==> src/hdl/dma_cfg_pkg.sv <==
// package for the data configuration / dma block: register map, field layouts,
// reset values, fifo sizes and the threshold and lane decoders.
// assumes one 8-bit register port and one system clock.
package dma_cfg_pkg;

  localparam logic [3:0] OFS_COMMAND = 4'h0;
  localparam logic [3:0] OFS_LOCAL_START_LO = 4'h1;
  localparam logic [3:0] OFS_LOCAL_START_HI = 4'h2;
  localparam logic [3:0] OFS_REMOTE_START_LO = 4'h8;
  localparam logic [3:0] OFS_REMOTE_START_HI = 4'h9;
  localparam logic [3:0] OFS_STATUS = 4'hc;
  localparam logic [3:0] OFS_TRANSMIT_CONFIG = 4'hd;
  localparam logic [3:0] OFS_DATA_CONFIG = 4'he;

  localparam int CMD_FETCH_BIT = 0;
  localparam int TCR_LOOP_LSB = 1;

  typedef struct packed {
    logic reserved;
    logic fifo_level_code_hi;
    logic fifo_level_code_lo;
    logic auto_packet_removal;
    logic loopback_sel;
    logic long_addressing_sel;
    logic byte_lane_order;
    logic word_transfer_sel;
  } data_configuration_t;

  localparam logic [7:0] DCR_RESET = 8'h04;
  localparam logic [1:0] TCR_LOOP_RESET = 2'h0;

  localparam int FIFO_AW = 4;
  localparam logic [4:0] FIFO_BYTES = 5'h10;
  localparam logic [4:0] THR_CODE0_BYTES = 5'h02;
  localparam logic [15:0] ADDR_STEP_BYTE = 16'h0001;
  localparam logic [14:0] ADDR_STEP_WORD = 15'h0001;

  typedef struct packed {
    logic [15:0] addr;
    logic [15:0] data;
    logic word;
  } mem_wr_t;

  typedef struct packed {
    logic [4:0] level;
    logic busy;
    logic loopback;
    logic fetch_refused;
  } status_t;

  function automatic logic [4:0] thr_bytes(input logic [1:0] code);
    return (code == 2'h0) ? THR_CODE0_BYTES : 5'({code, 2'h0});
  endfunction

  function automatic logic [3:0] burst_xfers(input logic [1:0] code, input logic word);
    logic [4:0] b;
    b = thr_bytes(code);
    return word ? b[4:1] : b[3:0];
  endfunction

  function automatic logic [15:0] lanes(input logic [15:0] w, input logic order,
                                        input logic word);
    return (word && order) ? {w[7:0], w[15:8]} : w;
  endfunction

endpackage

==> src/hdl/fifo_byte_mem.sv <==
// 16 x 8 byte store for the network fifo.
// one write port, one read port whose data come from a register and hold
// until the next read.
`timescale 1ns/10ps
module fifo_byte_mem (
  input wire logic core_clk, // system clock
  input wire logic we, // write enable
  input wire logic [dma_cfg_pkg::FIFO_AW-1:0] waddr, // write address
  input wire logic [7:0] wdata, // write byte
  input wire logic re, // read enable
  input wire logic [dma_cfg_pkg::FIFO_AW-1:0] raddr, // read address
  output logic [7:0] rdata // read byte, valid the cycle after re
);
  logic [7:0] mem [2**dma_cfg_pkg::FIFO_AW];

  always_ff @(posedge core_clk) begin
    if (we) begin
      mem[waddr] <= wdata;
    end
  end

  always_ff @(posedge core_clk) begin
    if (re) begin
      rdata <= mem[raddr];
    end
  end
endmodule

==> src/hdl/two_slot_buffer.sv <==
// two-entry buffer with valid/ready on both sides; outputs are the head
// registers, so a stall on the out side never drops a word.
`timescale 1ns/10ps
module two_slot_buffer #(
  parameter type T = dma_cfg_pkg::mem_wr_t
) (
  input wire logic core_clk, // system clock
  input wire logic nrst, // async reset, active low
  input wire logic in_valid, // word offered
  input T in_data, // offered word
  output logic in_ready, // room for a word
  output logic out_valid, // head holds a word
  output T out_data, // head word
  input wire logic out_ready // sink takes head
);
  T tail_reg;
  logic tail_valid_reg;
  logic push;
  logic pop;

  assign in_ready = !tail_valid_reg;
  assign push = in_valid && in_ready;
  assign pop = out_valid && out_ready;

  always_ff @(posedge core_clk or negedge nrst) begin
    if (!nrst) begin
      out_valid <= 1'b0;
      tail_valid_reg <= 1'b0;
    end else if (pop) begin
      out_valid <= tail_valid_reg || push;
      tail_valid_reg <= tail_valid_reg && push;
    end else if (push) begin
      out_valid <= 1'b1;
      tail_valid_reg <= out_valid;
    end
  end

  always_ff @(posedge core_clk) begin
    if (pop) begin
      out_data <= tail_valid_reg ? tail_reg : in_data;
      tail_reg <= in_data;
    end else if (push) begin
      if (out_valid) begin
        tail_reg <= in_data;
      end else begin
        out_data <= in_data;
      end
    end
  end
endmodule

==> src/hdl/dma_data_config.sv <==
// data configuration and burst dma for the network fifo.
// assumes one system clock, a host register port with read data one cycle
// later, and a memory bus that grants the bus after a request.
// Operation
// - word bit picks byte or word transfers
// - word mode keeps lowest address line low
// - lane-order bit swaps upper and lower byte lanes
// - lane order ignored for byte transfers
// - long addressing bit, set at power-up
// - long mode drives remote start on upper lines
// - loopback needs select clear and nonzero code
// - auto removal bit gates the packet fetch
// - receive request waits for threshold fifo fill
// - threshold code gives 2, 4, 8, 12 bytes
// - transmit threshold is sixteen minus receive threshold
// - burst length follows the threshold code
//
// Chosen here: the strobed register port.
`timescale 1ns/10ps
module dma_data_config (
  input wire logic core_clk, // 200 MHz system clock
  input wire logic nrst, // async reset, active low
  input wire logic [3:0] reg_addr, // register address
  input wire logic [7:0] reg_wdata, // register write data
  input wire logic reg_wr, // write strobe
  input wire logic reg_rd, // read strobe
  output logic [7:0] reg_rdata, // read data, cycle after reg_rd
  input wire logic tx_active, // 1: transmit direction, 0: receive
  input wire logic net_rx_valid, // byte from network
  input wire logic [7:0] net_rx_data, // received byte
  output logic net_tx_valid, // byte to network valid
  output logic [7:0] net_tx_data, // byte to network
  input wire logic net_tx_ready, // network takes byte
  output logic bus_request_out, // memory bus request
  input wire logic bus_grant, // memory bus granted
  output logic mem_wr_valid, // write transfer valid
  output dma_cfg_pkg::mem_wr_t mem_wr, // write address, data, width
  input wire logic mem_wr_ready, // memory takes write
  output logic [15:0] mem_rd_addr, // read address during transmit
  output logic mem_rd_ready, // ready for read data
  input wire logic mem_rd_valid, // read data valid
  input wire logic [15:0] mem_rd_data, // read data on both lanes
  output logic [15:0] upper_address_lines, // upper address in long mode
  input wire logic [15:0] ring_next_packet, // next packet pointer of the ring
  output logic remote_fetch_start, // one-cycle pulse: remote dma started
  output logic loopback_en // loopback in force
);
  typedef enum logic [2:0] {
    S_IDLE = 3'b000,
    S_REQ = 3'b001,
    S_FETCH_LO = 3'b011,
    S_FETCH_HI = 3'b010,
    S_PUSH = 3'b110,
    S_TX_WAIT = 3'b111,
    S_TX_LO = 3'b101,
    S_TX_HI = 3'b100
  } state_t;

  dma_cfg_pkg::data_configuration_t dcr_reg;
  dma_cfg_pkg::data_configuration_t cfg_act_reg;
  state_t state_reg;
  state_t state_next;
  logic [1:0] tcr_loop_reg;
  logic [15:0] local_start_reg;
  logic [15:0] remote_start_reg;
  logic [15:0] local_addr_reg;
  logic [3:0] burst_left_reg;
  logic [7:0] lo_byte_reg;
  logic [15:0] tx_word_reg;
  logic [3:0] wr_ptr_reg;
  logic [3:0] rd_ptr_reg;
  logic [4:0] level_reg;
  logic fetch_refused_reg;
  logic [1:0] code;
  logic [1:0] act_code;
  logic rx_go;
  logic tx_go;
  logic owning;
  logic fifo_we;
  logic fifo_re;
  logic [7:0] fifo_wdata;
  logic [7:0] fifo_rdata;
  logic net_rd;
  logic buf_in_valid;
  logic buf_in_ready;
  dma_cfg_pkg::mem_wr_t buf_in;
  logic [15:0] canon;
  logic [15:0] addr_out;
  logic step;
  logic wr_hit;
  logic [7:0] reg_next;

  assign code = {dcr_reg.fifo_level_code_hi, dcr_reg.fifo_level_code_lo};
  assign act_code = {cfg_act_reg.fifo_level_code_hi, cfg_act_reg.fifo_level_code_lo};
  assign rx_go = !tx_active && level_reg >= dma_cfg_pkg::thr_bytes(code);
  assign tx_go = tx_active &&
    level_reg <= dma_cfg_pkg::FIFO_BYTES - dma_cfg_pkg::thr_bytes(code);
  assign owning = state_reg != S_IDLE && state_reg != S_REQ;
  assign wr_hit = reg_wr && reg_addr == dma_cfg_pkg::OFS_COMMAND &&
    reg_wdata[dma_cfg_pkg::CMD_FETCH_BIT];

  // burst sequencer
  always_comb begin
    state_next = state_reg;
    unique case (state_reg)
      S_IDLE: begin
        if (rx_go || tx_go) begin
          state_next = S_REQ;
        end
      end
      S_REQ: begin
        if (bus_grant) begin
          state_next = tx_active ? S_TX_WAIT : S_FETCH_LO;
        end
      end
      S_FETCH_LO: begin
        state_next = cfg_act_reg.word_transfer_sel ? S_FETCH_HI : S_PUSH;
      end
      S_FETCH_HI: state_next = S_PUSH;
      S_PUSH: begin
        if (buf_in_ready) begin
          state_next = (burst_left_reg == 4'h1) ? S_IDLE : S_FETCH_LO;
        end
      end
      S_TX_WAIT: begin
        if (mem_rd_valid) begin
          state_next = S_TX_LO;
        end
      end
      S_TX_LO: begin
        if (cfg_act_reg.word_transfer_sel) begin
          state_next = S_TX_HI;
        end else begin
          state_next = (burst_left_reg == 4'h1) ? S_IDLE : S_TX_WAIT;
        end
      end
      S_TX_HI: state_next = (burst_left_reg == 4'h1) ? S_IDLE : S_TX_WAIT;
    endcase
  end

  always_ff @(posedge core_clk or negedge nrst) begin
    if (!nrst) begin
      state_reg <= S_IDLE;
    end else begin
      state_reg <= state_next;
    end
  end

  // configuration is latched only as a burst opens
  always_ff @(posedge core_clk or negedge nrst) begin
    if (!nrst) begin
      cfg_act_reg <= dma_cfg_pkg::DCR_RESET;
      burst_left_reg <= 4'h0;
    end else begin
      if (state_reg == S_IDLE && state_next == S_REQ) begin
        cfg_act_reg <= dcr_reg;
        burst_left_reg <= dma_cfg_pkg::burst_xfers(code, dcr_reg.word_transfer_sel);
      end else if ((state_reg == S_PUSH && buf_in_ready) ||
                   (state_reg == S_TX_LO && !cfg_act_reg.word_transfer_sel) ||
                   state_reg == S_TX_HI) begin
        burst_left_reg <= burst_left_reg - 4'h1;
      end
    end
  end

  // host registers
  always_ff @(posedge core_clk or negedge nrst) begin
    if (!nrst) begin
      dcr_reg <= dma_cfg_pkg::DCR_RESET;
      tcr_loop_reg <= dma_cfg_pkg::TCR_LOOP_RESET;
      local_start_reg <= 16'h0000;
    end else if (reg_wr) begin
      if (reg_addr == dma_cfg_pkg::OFS_DATA_CONFIG) begin
        dcr_reg <= reg_wdata;
      end
      if (reg_addr == dma_cfg_pkg::OFS_TRANSMIT_CONFIG) begin
        tcr_loop_reg <= reg_wdata[dma_cfg_pkg::TCR_LOOP_LSB +: 2];
      end
      if (reg_addr == dma_cfg_pkg::OFS_LOCAL_START_LO) begin
        local_start_reg[7:0] <= reg_wdata;
      end
      if (reg_addr == dma_cfg_pkg::OFS_LOCAL_START_HI) begin
        local_start_reg[15:8] <= reg_wdata;
      end
    end
  end

  // packet fetch runs only with auto removal set
  always_ff @(posedge core_clk or negedge nrst) begin
    if (!nrst) begin
      remote_start_reg <= 16'h0000;
      remote_fetch_start <= 1'b0;
      fetch_refused_reg <= 1'b0;
    end else begin
      remote_fetch_start <= wr_hit && dcr_reg.auto_packet_removal;
      if (wr_hit && dcr_reg.auto_packet_removal) begin
        remote_start_reg <= ring_next_packet;
      end else if (reg_wr && reg_addr == dma_cfg_pkg::OFS_REMOTE_START_LO) begin
        remote_start_reg[7:0] <= reg_wdata;
      end else if (reg_wr && reg_addr == dma_cfg_pkg::OFS_REMOTE_START_HI) begin
        remote_start_reg[15:8] <= reg_wdata;
      end
      // refusal set wins over the clear-on-read
      if (wr_hit && !dcr_reg.auto_packet_removal) begin
        fetch_refused_reg <= 1'b1;
      end else if (reg_rd && reg_addr == dma_cfg_pkg::OFS_STATUS) begin
        fetch_refused_reg <= 1'b0;
      end
    end
  end

  always_comb begin
    reg_next = 8'h00;
    if (reg_addr == dma_cfg_pkg::OFS_STATUS) begin
      reg_next = dma_cfg_pkg::status_t'({level_reg, state_reg != S_IDLE, loopback_en,
                                          fetch_refused_reg});
    end
  end

  always_ff @(posedge core_clk or negedge nrst) begin
    if (!nrst) begin
      reg_rdata <= 8'h00;
    end else begin
      reg_rdata <= reg_rd ? reg_next : 8'h00;
    end
  end

  always_ff @(posedge core_clk or negedge nrst) begin
    if (!nrst) begin
      loopback_en <= 1'b0;
    end else begin
      loopback_en <= !dcr_reg.loopback_sel && tcr_loop_reg != 2'h0;
    end
  end

  // local address: word steps keep bit 0 low, so 32k words are reachable
  assign addr_out = {local_addr_reg[15:1],
                     local_addr_reg[0] && !cfg_act_reg.word_transfer_sel};
  assign step = (state_reg == S_PUSH && buf_in_ready) ||
    (state_reg == S_TX_WAIT && mem_rd_valid);

  always_ff @(posedge core_clk or negedge nrst) begin
    if (!nrst) begin
      local_addr_reg <= 16'h0000;
    end else if (reg_wr && (reg_addr == dma_cfg_pkg::OFS_LOCAL_START_LO ||
                            reg_addr == dma_cfg_pkg::OFS_LOCAL_START_HI)) begin
      local_addr_reg <= (reg_addr == dma_cfg_pkg::OFS_LOCAL_START_LO) ?
        {local_start_reg[15:8], reg_wdata} : {reg_wdata, local_start_reg[7:0]};
    end else if (step) begin
      if (cfg_act_reg.word_transfer_sel) begin
        local_addr_reg <= {local_addr_reg[15:1] + dma_cfg_pkg::ADDR_STEP_WORD, 1'b0};
      end else begin
        local_addr_reg <= local_addr_reg + dma_cfg_pkg::ADDR_STEP_BYTE;
      end
    end
  end

  always_ff @(posedge core_clk or negedge nrst) begin
    if (!nrst) begin
      bus_request_out <= 1'b0;
      upper_address_lines <= 16'h0000;
      mem_rd_ready <= 1'b0;
      mem_rd_addr <= 16'h0000;
    end else begin
      bus_request_out <= state_next != S_IDLE;
      upper_address_lines <= (owning && cfg_act_reg.long_addressing_sel) ?
        remote_start_reg : 16'h0000;
      mem_rd_ready <= state_next == S_TX_WAIT;
      mem_rd_addr <= addr_out;
    end
  end

  // fifo: network fills and dma drains on receive, the reverse on transmit
  assign net_rd = tx_active && level_reg != 5'h00 && (!net_tx_valid || net_tx_ready) &&
    state_reg != S_TX_LO && state_reg != S_TX_HI;
  assign fifo_re = tx_active ? net_rd : (state_reg == S_FETCH_LO || state_reg == S_FETCH_HI);
  assign canon = dma_cfg_pkg::lanes(tx_word_reg, cfg_act_reg.byte_lane_order,
                                    cfg_act_reg.word_transfer_sel);
  assign fifo_we = tx_active ? (state_reg == S_TX_LO || state_reg == S_TX_HI) :
    (net_rx_valid && level_reg != dma_cfg_pkg::FIFO_BYTES);
  assign fifo_wdata = !tx_active ? net_rx_data :
    (state_reg == S_TX_HI ? canon[15:8] : canon[7:0]);

  always_ff @(posedge core_clk or negedge nrst) begin
    if (!nrst) begin
      wr_ptr_reg <= 4'h0;
      rd_ptr_reg <= 4'h0;
      level_reg <= 5'h00;
      net_tx_valid <= 1'b0;
    end else begin
      if (fifo_we) begin
        wr_ptr_reg <= wr_ptr_reg + 4'h1;
      end
      if (fifo_re) begin
        rd_ptr_reg <= rd_ptr_reg + 4'h1;
      end
      level_reg <= level_reg + {4'h0, fifo_we} - {4'h0, fifo_re};
      net_tx_valid <= net_rd || (net_tx_valid && !net_tx_ready);
    end
  end

  assign net_tx_data = fifo_rdata;

  always_ff @(posedge core_clk) begin
    if (state_reg == S_FETCH_HI) begin
      lo_byte_reg <= fifo_rdata;
    end
    if (state_reg == S_TX_WAIT && mem_rd_valid) begin
      tx_word_reg <= mem_rd_data;
    end
  end

  fifo_byte_mem u_mem (
    .core_clk(core_clk),
    .we(fifo_we),
    .waddr(wr_ptr_reg),
    .wdata(fifo_wdata),
    .re(fifo_re),
    .raddr(rd_ptr_reg),
    .rdata(fifo_rdata)
  );

  // first network byte is the less significant one while lane order is clear
  assign buf_in_valid = state_reg == S_PUSH;
  assign buf_in.addr = addr_out;
  assign buf_in.word = cfg_act_reg.word_transfer_sel;
  assign buf_in.data = cfg_act_reg.word_transfer_sel ?
    dma_cfg_pkg::lanes({fifo_rdata, lo_byte_reg}, cfg_act_reg.byte_lane_order, 1'b1) :
    {8'h00, fifo_rdata};

  two_slot_buffer #(.T(dma_cfg_pkg::mem_wr_t)) u_buf (
    .core_clk(core_clk),
    .nrst(nrst),
    .in_valid(buf_in_valid),
    .in_data(buf_in),
    .in_ready(buf_in_ready),
    .out_valid(mem_wr_valid),
    .out_data(mem_wr),
    .out_ready(mem_wr_ready)
  );

  a_word_lsb_low: assert property (@(posedge core_clk) disable iff (!nrst)
    mem_wr_valid && mem_wr.word |-> !mem_wr.addr[0])
    else $error("word write with odd address");
  a_width_path: assert property (@(posedge core_clk) disable iff (!nrst)
    state_reg == S_FETCH_LO |=> state_reg == (cfg_act_reg.word_transfer_sel ? S_FETCH_HI : S_PUSH))
    else $error("transfer width not followed");
  a_lane_swap: assert property (@(posedge core_clk) disable iff (!nrst)
    state_reg == S_PUSH && cfg_act_reg.word_transfer_sel |->
      buf_in.data == (cfg_act_reg.byte_lane_order ? {lo_byte_reg, fifo_rdata}
                                                  : {fifo_rdata, lo_byte_reg}))
    else $error("byte lane order wrong");
  a_byte_no_swap: assert property (@(posedge core_clk) disable iff (!nrst)
    state_reg == S_PUSH && !cfg_act_reg.word_transfer_sel |-> buf_in.data[15:8] == 8'h00)
    else $error("byte transfer used upper lanes");
  a_upper_lines: assert property (@(posedge core_clk) disable iff (!nrst)
    owning && cfg_act_reg.long_addressing_sel |=> upper_address_lines == $past(remote_start_reg))
    else $error("upper address lines wrong");
  a_loopback_state: assert property (@(posedge core_clk) disable iff (!nrst)
    ##1 loopback_en == $past(!dcr_reg.loopback_sel && tcr_loop_reg != 2'h0))
    else $error("loopback output wrong");
  a_fetch_gate: assert property (@(posedge core_clk) disable iff (!nrst)
    wr_hit |=> remote_fetch_start == $past(dcr_reg.auto_packet_removal) &&
      fetch_refused_reg == (!$past(dcr_reg.auto_packet_removal) ||
        $past(fetch_refused_reg && !(reg_rd && reg_addr == dma_cfg_pkg::OFS_STATUS))))
    else $error("packet fetch gating wrong");
  a_rx_request: assert property (@(posedge core_clk) disable iff (!nrst)
    $rose(bus_request_out) && !$past(tx_active) |->
      $past(level_reg) >= dma_cfg_pkg::thr_bytes($past(code)))
    else $error("receive request below threshold");
  a_tx_request: assert property (@(posedge core_clk) disable iff (!nrst)
    $rose(bus_request_out) && $past(tx_active) |->
      $past(level_reg) <= dma_cfg_pkg::FIFO_BYTES - dma_cfg_pkg::thr_bytes($past(code)))
    else $error("transmit request above threshold");
  a_burst_len: assert property (@(posedge core_clk) disable iff (!nrst)
    state_reg == S_IDLE && state_next == S_REQ |=>
      burst_left_reg == dma_cfg_pkg::burst_xfers(act_code, cfg_act_reg.word_transfer_sel))
    else $error("burst length wrong");
  a_cfg_stable: assert property (@(posedge core_clk) disable iff (!nrst)
    state_reg != S_IDLE && $past(state_reg) != S_IDLE |-> $stable(cfg_act_reg))
    else $error("configuration changed inside burst");
endmodule

==> config.mk <==
export PLATFORM = sky130hd
export DESIGN_NAME = dma_data_config
export DESIGN_NICKNAME = d
export VERILOG_FILES = /design/src/hdl/dma_cfg_pkg.sv /design/src/hdl/fifo_byte_mem.sv /design/src/hdl/two_slot_buffer.sv /design/src/hdl/dma_data_config.sv
export SDC_FILE = /design/constraint.sdc
export NUM_CORES = 1
export LEC_CHECK = 0
export ABC_AREA = 1
export ABC_CLOCK_PERIOD_IN_PS = 3900
export BUFFER_PORTS_ARGS = -buffer_cell sky130_fd_sc_hd__buf_2
export CORE_UTILIZATION = 59
export DETAILED_ROUTE_END_ITERATION = 7
export GPL_ROUTABILITY_DRIVEN = 0
export PLACE_DENSITY = 0.8
export SLEW_MARGIN = 20
export SYNTH_ARGS = -nofsm -noshare
export SYNTH_HDL_FRONTEND = slang
export SYNTH_SLANG_ARGS = --single-unit
export TNS_END_PERCENT = 5
==> constraint.sdc <==
create_clock -name core_clk -period 3.9 [get_ports core_clk]
set_clock_uncertainty 0.1 [all_clocks]
set_input_delay 0.78 -clock core_clk [delete_from_list [all_inputs] [get_ports core_clk]]
set_output_delay 0.78 -clock core_clk [all_outputs]
set_load 0.01 [all_outputs]
# --- Yosys cells after proc, flatten, opt, wreduce, memory -nomap -nowiden ---
# Memory sizes are Yosys's and may differ from the RTL's. A register that Yosys moved wholly into a read port is not among the register bits.
# Index checks and enable logic that the tools add are counted.
totals:
  reg_bits: 218
  latch_bits: 0
  ramBits: 128
  romBits: 0
  n_memories: 1
classes:
  addsub: 8
  multipliers: 0
  div: 0
  magnitude_cmp: 2
  eq_ne: 23
  n_shift: 0
  n_mux: 47
  bitwise: 0
  reduce_logical: 65
mem_list:
  columns: ["memory", "words", "word_bits", "read_ports", "rd_clocked_by_memory_dff", "wr", "line", "source"]
  rows:
  - ["u_mem.mem", 16, 8, 1, 1, 1, "fifo_byte_mem.sv:14", "logic [7:0] mem [2**dma_cfg_pkg::FIFO_AW];"]
op_table:
  columns: ["operator", "count"]
  rows:
  - ["$mux 33", 7]
  - ["$mux 16", 9]
  - ["$mux 8", 7]
  - ["$logic_and 1x1->1", 27]
  - ["$mux 3", 8]
  - ["$pmux 3 s8", 1]
  - ["$eq 4x4->1 const B", 5]
  - ["$add 16x1->16 const B", 1]
  - ["$mux 4", 4]
  - ["$reduce_bool 2->1", 8]
  - ["$add 15x1->15 const B", 1]
  - ["$eq 3x3->1 const B", 5]
  - ["$reduce_and 2->1", 7]
  - ["$logic_or 1x1->1", 10]
  - ["$mux 1", 10]
  - ["$add 4x1->4 const B", 2]
  - ["$eq 4x1->1 const B", 2]
  - ["$logic_not 1->1", 7]
  - ["$eq 3x1->1 const B", 2]
  - ["$eq 3x2->1 const B", 2]
  - ["$ne 3x3->1 const B", 2]
  - ["$reduce_bool 3->1", 2]
  - ["$add 5x1->5", 1]
  - ["$ge 5x5->1", 1]
  - ["other kinds (13)", 14]

# --- Longest topological paths before layout ---
# Gate-level depths: netlist (run 1).
depth:
  depth_word: 11
  depth_mapped: 14
  mapped_depth_nobuf: 14

# --- Cells and area by module ---
# From an unflattened synthesis (run 1), not the netlist that was laid out.
unflattened:
  hier_cells: 1546
  hier_area_um2: 15539.9
by_module_without_submodules:
  columns: ["module", "instances", "cells_each", "area_each_um2"]
  rows:
  - ["dma_data_config", 1, 808, 7145.6]
  - ["fifo_byte_mem", 1, 552, 5850.6]
  - ["two_slot_buffer", 1, 186, 2543.7]

# --- Worst setup path after synthesis (run 1) ---
# Ideal clock, no wire load.
synth_timing:
  kind: "input-to-reg"
  from: "in mem_wr_ready"
  to: "reg u_buf.out_data[0] (netlist bit), enable pin"
  arrival_ns: 2.668
  required_time_ns: 3.364
  setup_slack_ns: 0.696
  path_stages: 4
  path_buffers: 0
  path_cell_list: "nand2_1 inv_1 nor2_1 a21oi_1"
synth_between:
  elab_chain_cells: 3
  elab_cells_between_ends: 4
synth_lines:
  columns: ["item", "line", "source"]
  rows:
  - ["from (decl)", "dma_data_config.sv:38", "input wire logic mem_wr_ready,"]
  - ["$logic_and 1x1->1 *", "two_slot_buffer.sv:23", "assign pop = out_valid && out_ready;"]
  - ["$ne 2x2->1 (no line) / $reduce_bool 2->1 (equally long branches)", null, null]
  - ["$reduce_and 2->1 (no line) *", null, null]
  - ["to (signal assigned)", "two_slot_buffer.sv:40", "out_data <= tail_valid_reg ? tail_reg : in_data;"]
  - ["to (signal assigned)", "two_slot_buffer.sv:46", "out_data <= in_data;"]
  - ["to (decl)", "two_slot_buffer.sv:13", "output T out_data,"]
# Every way passes the cells marked *; elsewhere a longest branch is shown, timed or not.
# A chain may end at the register's enable or synchronous reset.

# --- Worst setup path in the final report (run 1) ---
layout_timing:
  from: "reg state_reg[2]"
  to: "reg level_reg[4]"
layout_between:
  elab_chain_cells: 5
  elab_cells_between_ends: 14
layout_lines:
  columns: ["item", "line", "source"]
  rows:
  - ["from (decl)", "dma_data_config.sv:61", "state_t state_reg;"]
  - ["from (signal assigned)", "dma_data_config.sv:145", "state_reg <= state_next;"]
  - ["$eq 3x3->1 / $ne 3x3->1 (equally long branches)", "dma_data_config.sv:279, dma_data_config.sv:275", null]
  - ["$logic_or 1x1->1 / $logic_and 1x1->1 (equally long branches)", "dma_data_config.sv:279, dma_data_config.sv:274", null]
  - ["$mux 1 / $logic_and 1x1->1 (equally long branches)", "dma_data_config.sv:279, dma_data_config.sv:275", null]
  - ["$add 5x1->5 / $mux 1 (equally long branches)", "dma_data_config.sv:297, dma_data_config.sv:276", null]
  - ["$sub 5x1->5 *", "dma_data_config.sv:297", "level_reg <= level_reg + {4'h0, fifo_we} - {4'h0, fifo_re};"]
  - ["to (signal assigned)", "dma_data_config.sv:297", null]
  - ["to (decl)", "dma_data_config.sv:72", "logic [4:0] level_reg;"]
# Marked as above.

==> run_results.csv, run 1 <==
group,metric,value,unit
outcome,status,"complete, no violations",
timing,maxSlewHeadroom,29.1,%
timing,setup_viol,0,
placed_design,hpwlAfterDp,21.0,mm
timing,final.setup.tns,0,ns
logic_synthesis,synthTopCellsByArea,"edfxtp_1 (45%), dfrtp_1 (21%), nand2_1 (4.4%), inv_1 (3.8%), o21ai_0 (3.5%)",
pwr,peakVddDrop,586,uV
final_layout,area_growth,15.1,%
timing,slew_violations,0,
global_routing,grt_overflow,0,
logic_synthesis,ys_ff_latch,354,
critical_path,r2r_cells,13,
logic_synthesis,synth_fp_nets,1385,
timing,period_needed,2.89,ns
detailed_routing,wl,31.5,mm
logic_synthesis,synth_area_leader_cell,"edfxtp_1",
placed_design,portBuffers,148,
cts,cts.reportedPaths.clkPinSlew,0.06,ns
cts,htreeDepth,2,
logic_synthesis,synth_top_flop_cell,"edfxtp_1",
pwr,p_per_area,773,nW/um^2
logic_synthesis,yosysUniqueCellTypes,46,
detailed_routing,dr.pass1.iters,5,
logic_synthesis,ys_seq_area_share,66.5,%
floorplanning,initial_core_util,59.8,%
detailed_routing,via_per_inst,5.58,
logic_synthesis,synth-async-reset-ratio,36.2,%
logic_synthesis,synth_edf_count,226,
cts,clock_path_buffers,3,
global_routing,grt_util_all_layers,24.5,%
timing,rsz0062_at_grt,"false",
detailed_routing,drc,0,
critical_path,cpLargestDelayFamily,"adder cells",
min_path,worst_hold_path_type,"input pin to asynchronous set/reset pin",
critical_path,worstReg2RegEnd,"level_reg[4]$_DFF_PN0_",
floorplanning,pin_count,149,
critical_path,required,4.22,ns
logic_synthesis,yosys_warnings,0,
cts,clock_latency,0.52,ns
floorplanning,die_y,162,um
critical_path,crit_chain,"inv_1, nor2_2, nand2_1, nand2_2, inv_1, ha_1, inv_1, ha_1, fa_1, a21oi_1, nor2_1, nor2_1, xor2_1",
critical_path,cp_common_cell,"inv_1",
floorplanning,rows,58,
critical_path,max_stage_delay,0.47,ns
cts,hold_buffers,0,
cts,cts-root-buf,"clkbuf_16",
timing,tightestPinTransition,1.06,ns
cts,post_cts_resized,0,
logic_synthesis,synth.avg_cell_area,11.5,um^2
detailed_routing,drt-wirelength-per-cell,17.4,um
global_routing,grt_pass1_vias,9591,
cts,cts_tree,"built",
detailed_routing,drt.antenna.violating_nets,0,
cts,cts.sinks,354,
critical_path,reg2reg_from,"state_reg[2]$_DFF_PN0_",
final_layout,diodes,0,
final_layout,fin_nets,1545,
critical_path,cp_num_buf_inv,3,
final_layout,largest_reg_flops,128,
final_layout,layout-drive-gt1-share,19.5,%
detailed_routing,drt_iter0_markers,971,
cts,cts_made_buffers,37,
final_layout,layout_commonest_cell,"edfxtp_1",
global_routing,grt_start_max_net_pins,99,
floorplanning,die_w,162,um
global_routing,grt_pass1_wl,49.6,mm
job,cap_violations,0,
critical_path,crit_path_start_kind,"flip-flop",
critical_path,worstSetupPathType,"flip-flop to flip-flop",
logic_synthesis,synth_cells,1302,
critical_path,worstPathArrival,3.21,ns
floorplanning,coreArea,25100,um^2
critical_path,critPathMaxFanout,9,
critical_path,end_kind,"flip-flop",
final_layout,final_cell_mix,"edfxtp_1 (226), nand2_1 (174), inv_1 (154), buf_2 (147), dfrtp_1 (125)",
floorplanning,die_area,26100,um^2
pwr,p_leak,0.00739,uW
timing,hold_ws,0.244,ns
critical_path,slowest_stage,"dfrtp_1",
timing,hold_viol_final,0,
logic_synthesis,synth_area,15000,um^2
detailed_routing,vias,10100,
cts,post_cts_buffers,0,
timing,min_period_over_period,74.0,%
final_layout,fillers,1807,
global_routing,antenna_found_initial,0,
timing,max_freq,0.346,GHz
logic_synthesis,synth.top_cell.area_share,45.2,%
critical_path,regToRegSetupSlack,1.01,ns
synth_stat cells (all sizes together) (22+ instances only):
| cell | number |
|---|---|
| edfxtp | 226 |
| nand2 | 191 |
| inv | 159 |
| o21ai | 128 |
| dfrtp | 126 |
| nor2 | 125 |
| a21oi | 72 |
| o211ai | 43 |
| nand3 | 41 |
| mux2i | 32 |
| buf | 26 |
| clkbuf | 22 |
where the power goes:
group	internal (uW)	switching, uW	total, uW
combinational	1470	2630	4090
sequential	5200	623	5820
clock	2070	1380	3450
total	8740	4630	13400
per-stage QoR:
stage                     setup WS, ns  power, uW  std cells  area (um^2)  utilization [%]
after floorplan                  0.696       8590       1302        15000                -
after global placement           0.782       9660       1752        16100             64.1
after detailed placement         0.650       9890       1752        16100             64.1
after CTS                         1.04      13400       1815        17300             68.8
after global routing             0.878      14100       1816        17300             68.9
final                             1.01      13400       1816        17300             68.9
kinds of logic after synthesis:
family,Yosys count,share of synthesized area [%]
XOR/XNOR,16,0.983
buffers and inverters,209,5.76
AO/OA/AOI/OAI,276,10.7
adder cells (fa/ha/maj),21,1.80
AND/OR/NAND/NOR,376,10.6
flip-flops,354,66.5
other,1,0.0250
multiplexers,49,3.58
final cells by class:
type	count	area, um^2	share of cell area (%)
timing repair buffer	169	912	5.27
tap	330	413	2.39
sequential	354	9990	57.8
multi-input combinational	739	4180	24.2
clock inverter	13	143	0.825
clock buffer	50	1050	6.05
inverter	161	607	3.51
routing by layer:
layer	vias to the layer above	GRT usage, %	wire, um
li1	4792	-	-
met1	4840	34.2	13500
met2	416	39.1	15000
met3	79	4.13	2140
met4	0	8.79	898
met5	-	0	0
how the worst max path moves through the flow:
stage                           startpoint                     endpoint  depth (start not counted)
floorplan                     mem_wr_ready  u_buf.out_data[0]$_DFFE_PP_                          4
global placement                 tx_active       level_reg[4]$_DFF_PN0_                         13
detailed placement               tx_active       level_reg[4]$_DFF_PN0_                         13
CTS                 state_reg[2]$_DFF_PN0_       level_reg[4]$_DFF_PN0_                         13
global route        state_reg[2]$_DFF_PN0_       level_reg[4]$_DFF_PN0_                         13
finish              state_reg[2]$_DFF_PN0_       level_reg[4]$_DFF_PN0_                         13
Power figures use the tool's default switching activity.
==> run 2: changes to the inputs <==
--- a/config.mk
+++ b/config.mk
@@ -5,13 +5,13 @@
 export SDC_FILE = /design/constraint.sdc
 export NUM_CORES = 1
 export LEC_CHECK = 0
-export ABC_AREA = 1
-export ABC_CLOCK_PERIOD_IN_PS = 3900
+export ABC_AREA = 0
+export ABC_CLOCK_PERIOD_IN_PS = 2600
 export BUFFER_PORTS_ARGS = -buffer_cell sky130_fd_sc_hd__buf_2
-export CORE_UTILIZATION = 59
+export CORE_UTILIZATION = 53
 export DETAILED_ROUTE_END_ITERATION = 7
 export GPL_ROUTABILITY_DRIVEN = 0
-export PLACE_DENSITY = 0.8
+export PLACE_DENSITY = 0.76
 export SLEW_MARGIN = 20
 export SYNTH_ARGS = -nofsm -noshare
 export SYNTH_HDL_FRONTEND = slang
==> constraint.sdc (replaced) <==
create_clock -name core_clk -period 2.6 [get_ports core_clk]
set_clock_uncertainty 0.1 [all_clocks]
set_input_delay 0.52 -clock core_clk [delete_from_list [all_inputs] [get_ports core_clk]]
set_output_delay 0.52 -clock core_clk [all_outputs]
set_load 0.01 [all_outputs]
==> run_results.csv, run 2 <==
group,metric,value,unit
final_layout,fin_util,64.6,%
timing,rsz0062_at_grt,"true",
timing,maxSlewHeadroom,47.3,%
job,cap_violations,0,
critical_path,required,2.89,ns
pwr,p_total,19500,uW
logic_synthesis,synth_xor_area_share,1.73,%
min_path,worst_hold_path_type,"input pin to flip-flop",
outcome,status,"complete, no violations",
logic_synthesis,yosys_warnings,0,
critical_path,worstReg2RegEnd,"level_reg[2]$_DFF_PN0_",
final_layout,fin_nets,1246,
logic_synthesis,synth.top_cell.area_share,45.9,%
floorplanning,die_w,169,um
detailed_routing,via_per_inst,5.41,
logic_synthesis,synth_mux_area_share,13.5,%
logic_synthesis,synth_top_flop_cell,"edfxtp_1",
global_routing,grt_start_max_net_pins,71,
cts,clock_path_buffers,3,
detailed_routing,drt-wirelength-per-cell,18.9,um
logic_synthesis,synth_area_leader_cell,"edfxtp_1",
logic_synthesis,synth_fp_nets,1048,
placed_design,portBuffers,148,
critical_path,worstPathArrival,2.87,ns
cts,htreeDepth,2,
logic_synthesis,ys_seq_area_share,67.6,%
global_routing,grt_overflow,0,
timing,period_needed,2.58,ns
critical_path,regToRegSetupSlack,0.02,ns
logic_synthesis,synthTopCellsByArea,"edfxtp_1 (46%), dfrtp_1 (21%), mux4_1 (5.3%), mux2_2 (4.4%), mux2i_1 (2.2%)",
detailed_routing,dr.pass1.iters,4,
logic_synthesis,synth_compound_area_share,3.98,%
critical_path,worstSetupPathType,"flip-flop to flip-flop",
final_layout,area_growth,18.7,%
logic_synthesis,synth_fa_ha_area_share,1.83,%
logic_synthesis,ys_ff_latch,354,
critical_path,crit_path_start_kind,"flip-flop",
detailed_routing,drt_iter0_markers,558,
global_routing,antenna_found_initial,1,
timing,setup_viol,0,
logic_synthesis,synth-async-reset-ratio,36.2,%
timing,max_freq,0.387,GHz
final_layout,fillers,1929,
logic_synthesis,synth.most_common_cell,"edfxtp_1",
cts,cts_made_buffers,36,
detailed_routing,drt.antenna.violating_nets,0,
timing,min_period_over_period,99.4,%
global_routing,grt_pass1_wl,46.4,mm
cts,cts.reportedPaths.clkPinSlew,0.06,ns
global_routing,grt_util_all_layers,21.4,%
critical_path,r2r_cells,12,
floorplanning,pin_count,149,
pwr,p_per_area,1110,nW/um^2
floorplanning,rows,60,
critical_path,reg2reg_from,"level_reg[3]$_DFF_PN0_",
min_path,min-delay-start,"mem_rd_data[15]",
final_layout,layout-drive-gt1-share,30.0,%
logic_synthesis,synth.avg_cell_area,15.3,um^2
floorplanning,die_y,169,um
final_layout,layout_commonest_cell,"edfxtp_1",
cts,cts-root-buf,"clkbuf_16",
logic_synthesis,synth_top_family_by_area,"multiplexers",
min_path,hold_depth,1,
pwr,p_leak,0.00702,uW
floorplanning,coreArea,27200,um^2
logic_synthesis,synth_cells,965,
cts,clock_latency,0.52,ns
pwr,peakVddDrop,669,uV
final_layout,final_cell_mix,"edfxtp_1 (226), buf_2 (147), dfrtp_1 (126), nand2_1 (88), nor2_1 (66)",
critical_path,critPathMaxFanout,2,
logic_synthesis,ys_top_cells_by_count,"edfxtp_1 (226), dfrtp_1 (126), nand2_1 (88)",
detailed_routing,drc,0,
logic_synthesis,synth_edf_count,226,
global_routing,grt_pass1_vias,8565,
detailed_routing,vias,8453,
final_layout,largest_reg_flops,128,
placed_design,hpwlAfterDp,19.3,mm
timing,tightestPinTransition,0.790,ns
timing,final.setup.tns,0,ns
min_path,whs_endpoint,"tx_word_reg[15]$_DFFE_PP_",
detailed_routing,wl,29.5,mm
timing,slew_violations,0,
timing,hold_viol_final,0,
logic_synthesis,synthSimpleGateAreaFrac,9.18,%
critical_path,end_kind,"flip-flop",
cts,cts.sinks,354,
floorplanning,die_area,28600,um^2
floorplanning,initial_core_util,54.4,%
cts,cts_tree,"built",
logic_synthesis,synth_area,14800,um^2
logic_synthesis,yosysUniqueCellTypes,67,
==> run 2: changes by cell type in the layout (fill, tap and decap cells not counted), sizes merged, moves of 34 or more <==
cell	change
mux2	+41
o21ai	-94
nor2	-55
inv	-134
mux4	+40
o211ai	-41
nand2	-103
a21oi	-42
and2	+40
nand3	-34
==> run 2: worst max-delay path: stages, from the launching register on <==
cell     delay [ns]
dfrtp_1        0.38
inv_2          0.08
ha_4           0.13
nor4b_4        0.20
a21oi_2        0.06
a31o_2         0.28
ha_4           0.26
inv_2          0.04
ha_4           0.16
fa_2           0.37
buf_4          0.14
buf_4          0.12
xor2_1         0.13
==> run 2: per-layer routing <==
metal  GRT usage (%)  wire length [um]  up-vias
li1                -                 -     3966
met1            28.4             12400     4197
met2            36.8             15000      240
met3            3.25              1440       50
met4            6.38               648        0
met5               0                 0        -
==> run 2: final cells by class <==
cell class,count,area [um^2],area share (%)
inverters,25,93.8,0.535
clock inverters,17,221,1.26
diodes,1,2.50,0.0143
repair buffers,200,1210,6.92
multi-input cells,546,4590,26.1
flip-flops and latches,354,9990,56.9
well taps,372,465,2.65
clock buffers,48,976,5.56
==> run 2: logic make-up (layout without fill, tap and decap cells) <==
logic type	count (synthesis)	after routing
AO/OA/AOI/OAI	95	95
XOR/XNOR	27	27
other	1	2
multiplexers	131	131
AND/OR/NAND/NOR	271	271
flip-flops	354	354
buffers and inverters	65	290
adder cells (fa/ha/maj)	21	21
==> run 2: timing repair <==
action                                 4_1_cts  5_1_grt
hold buffers                                 1        0
gates resized for setup                      8        9
setup buffers                                0        3
setup endpoints to repair                   37        7
endpoints found under the hold margin       18        0
pin swaps                                    0        7
==> run 2: worst max path at each step <==
stage	startpoint	endpoint	slack (ns)	depth (start not counted)
3_3_place_gp	level_reg[2]$_DFF_PN0_	level_reg[4]$_DFF_PN0_	-0.08	13
3_5_place_dp	level_reg[2]$_DFF_PN0_	level_reg[4]$_DFF_PN0_	-0.15	13
2_1_floorplan	state_reg[2]$_DFF_PN0_	u_buf.out_data[0]$_DFFE_PP_	-0.27	4
6_report	level_reg[3]$_DFF_PN0_	level_reg[2]$_DFF_PN0_	0.02	12
5_1_grt	level_reg[3]$_DFF_PN0_	level_reg[4]$_DFF_PN0_	-0.05	13
4_1_cts	level_reg[2]$_DFF_PN0_	level_reg[4]$_DFF_PN0_	-0.05	13
==> run 2: through the flow <==
stage	setup WS, ns	area, um^2	instances	hold slack (ns)
3_5_place_dp	-0.149	16200	1493	0.278
3_3_place_gp	-0.0826	16200	1493	0.276
5_1_grt	-0.0506	17600	1563	0.0605
6_report	0.0162	17600	1563	0.0735
4_1_cts	-0.0478	17500	1559	0.0563
2_1_floorplan	-0.267	14800	965	0.124
==> run 2: report_power, final <==
| group | internal, uW | total, uW | switching [uW] | leakage (uW) |
|---|---|---|---|---|
| sequential | 7710 | 8490 | 779 | 0.00366 |
| clock | 3150 | 5210 | 2070 | 0.000590 |
| combinational | 2670 | 5760 | 3090 | 0.00277 |
==> run 3: changes to the inputs <==
--- a/config.mk
+++ b/config.mk
@@ -12,6 +12,7 @@
 export DETAILED_ROUTE_END_ITERATION = 7
 export GPL_ROUTABILITY_DRIVEN = 0
 export PLACE_DENSITY = 0.76
+export RECOVER_POWER = 100
 export SLEW_MARGIN = 20
 export SYNTH_ARGS = -nofsm -noshare
 export SYNTH_HDL_FRONTEND = slang
==> run_results.csv, run 3 (synthesis gave the netlist of run 2 again) <==
group,metric,value,unit
min_path,worst_hold_path_type,"input pin to flip-flop",
timing,hold_viol_final,0,
floorplanning,coreArea,27200,um^2
global_routing,antenna_found_initial,1,
timing,maxSlewHeadroom,-7.38,%
floorplanning,die_y,169,um
critical_path,cp_num_buf_inv,4,
timing,period_needed,2.58,ns
global_routing,grt_start_max_net_pins,71,
timing,max_freq,0.387,GHz
global_routing,grt_util_all_layers,21.4,%
critical_path,slowest_stage,"dfrtp_1",
critical_path,crit_path_start_kind,"flip-flop",
cts,clock_path_buffers,3,
job,cap_violations,1,
detailed_routing,wl,29.5,mm
critical_path,crit_chain,"inv_2, ha_4, nor4b_4, a21oi_2, a31o_2, ha_4, inv_2, ha_4, fa_2, buf_4, buf_4, xor2_1",
cts,cts_tree,"built",
detailed_routing,drt.antenna.violating_nets,0,
detailed_routing,dr.pass1.iters,5,
critical_path,cpLargestDelayFamily,"adder cells",
global_routing,busiest_layer,"met2",
detailed_routing,drt_iter0_markers,558,
placed_design,dp_cells,1493,
final_layout,fin_nets,1246,
critical_path,worstReg2RegEnd,"level_reg[2]$_DFF_PN0_",
global_routing,grt_overflow,0,
critical_path,worstPathArrival,2.87,ns
critical_path,critPathMaxFanout,2,
timing,setup_viol,0,
floorplanning,die_w,169,um
critical_path,end_kind,"flip-flop",
critical_path,required,2.89,ns
final_layout,final_cell_mix,"edfxtp_1 (226), buf_2 (145), dfrtp_1 (126), nand2_1 (88), nor2_1 (66)",
detailed_routing,drc,0,
global_routing,grt_pass1_vias,8565,
timing,slew_violations,9,
timing,fin_ws,0.0189,ns
critical_path,regToRegSetupSlack,0.02,ns
global_routing,grt.met3_usage,3.25,%
detailed_routing,drt-wirelength-per-cell,18.9,um
final_layout,layout_commonest_cell,"edfxtp_1",
cts,cts.sinks,354,
placed_design,postPlaceCellArea,16200,um^2
min_path,min-delay-start,"mem_rd_data[15]",
final_layout,layout-drive-gt1-share,29.0,%
critical_path,cp_common_cell,"ha_4",
pwr,peakVddDrop,668,uV
timing,tightestPinTransition,1.60,ns
placed_design,post-place-ws,-0.149,ns
floorplanning,rows,60,
final_layout,final_cell_area,17500,um^2
cts,clock_latency,0.52,ns
final_layout,area_growth,18.3,%
critical_path,reg2reg_from,"level_reg[3]$_DFF_PN0_",
critical_path,r2r_cells,12,
global_routing,grt_pass1_wl,46.4,mm
floorplanning,die_area,28600,um^2
critical_path,worstSetupPathType,"flip-flop to flip-flop",
floorplanning,pin_count,149,
critical_path,max_stage_delay,0.38,ns
pwr,p_per_area,1110,nW/um^2
pwr,p_leak,0.00696,uW
cts,cts-root-buf,"clkbuf_16",
cts,cts_made_buffers,36,
min_path,hold_depth,1,
detailed_routing,vias,8450,
cts,htreeDepth,2,
timing,rsz0062_at_grt,"true",
placed_design,hpwlAfterDp,19.3,mm
global_routing,use_met1,28.4,%
cts,cts.reportedPaths.clkPinSlew,0.06,ns
final_layout,fillers,1944,
outcome,violations,"max-capacitance violations, max-slew violations",
min_path,whs_endpoint,"tx_word_reg[15]$_DFFE_PP_",
outcome,status,"finished with violations",
floorplanning,initial_core_util,54.4,%
detailed_routing,via_per_inst,5.41,
timing,min_period_over_period,99.3,%
global_routing,grt_use_met2,36.8,%
final_layout,largest_reg_flops,128,
placed_design,portBuffers,148,
final_layout,stdcell_count,1563,
-- run 3: worst max-delay path by stage --
stage / startpoint / end / slack, ns / cells past startpoint
5_1_grt: level_reg[3]$_DFF_PN0_ / level_reg[4]$_DFF_PN0_ / -0.05 / 13
3_3_place_gp: level_reg[2]$_DFF_PN0_ / level_reg[4]$_DFF_PN0_ / -0.08 / 13
2_1_floorplan: state_reg[2]$_DFF_PN0_ / u_buf.out_data[0]$_DFFE_PP_ / -0.27 / 4
6_report: level_reg[3]$_DFF_PN0_ / level_reg[2]$_DFF_PN0_ / 0.02 / 12
4_1_cts: level_reg[2]$_DFF_PN0_ / level_reg[4]$_DFF_PN0_ / -0.05 / 13
3_5_place_dp: level_reg[2]$_DFF_PN0_ / level_reg[4]$_DFF_PN0_ / -0.15 / 13
-- run 3: metrics by stage --
step / util [%] / setup TNS, ns / power [uW] / hold slack, ns
6_report: 64.4 / 0 / 19400 / 0.0720
5_1_grt: 64.4 / -0.0871 / 20500 / 0.0605
3_3_place_gp: 59.8 / -0.0826 / 14000 / 0.276
4_1_cts: 64.3 / -0.0478 / 19500 / 0.0563
2_1_floorplan: - / -9.07 / 12100 / 0.124
3_5_place_dp: 59.8 / -0.162 / 14200 / 0.278
-- run 3: worst register-to-register path, stage by stage, from the launching register on --
cell and delay (ns):
dfrtp_1 0.38, inv_2 0.08, ha_4 0.13, nor4b_4 0.20, a21oi_2 0.06, a31o_2 0.28, ha_4 0.26, inv_2 0.04
ha_4 0.16, fa_2 0.37, buf_4 0.14, buf_4 0.12, xor2_1 0.13
-- run 3: timing repair --
item	4_1_cts	5_1_grt
endpoints found under the setup margin	37	7
hold buffers	1	0
setup buffers	0	3
pin swaps	0	7
hold endpoints to repair	18	0
resized for setup	8	9
-- run 3: power breakdown --
group | leakage, uW | internal (uW) | switching, uW | total [uW]
combinational | 0.00271 | 2640 | 3100 | 5740
sequential | 0.00366 | 7710 | 778 | 8490
clock | 0.000590 | 3150 | 2070 | 5210
total | 0.00696 | 13500 | 5940 | 19400
-- run 3: layout make-up --
type / count / area (um^2) / area share (%)
Tap cell: 372 / 465 / 2.66
Clock buffer: 48 / 976 / 5.58
Clock inverter: 17 / 221 / 1.27
Antenna cell: 1 / 2.50 / 0.0143
Inverter: 25 / 93.8 / 0.536
Multi-Input combinational cell: 546 / 4570 / 26.1
Timing Repair Buffer: 200 / 1170 / 6.71
Sequential cell: 354 / 9990 / 57.1
-- run 3: per-layer routing --
metal	vias up	routed length, um	share of wire (%)
li1	3971	-	-
met1	4193	12500	42
met2	236	15100	51
met3	50	1330	4.5
met4	0	648	2.2
met5	-	0	0
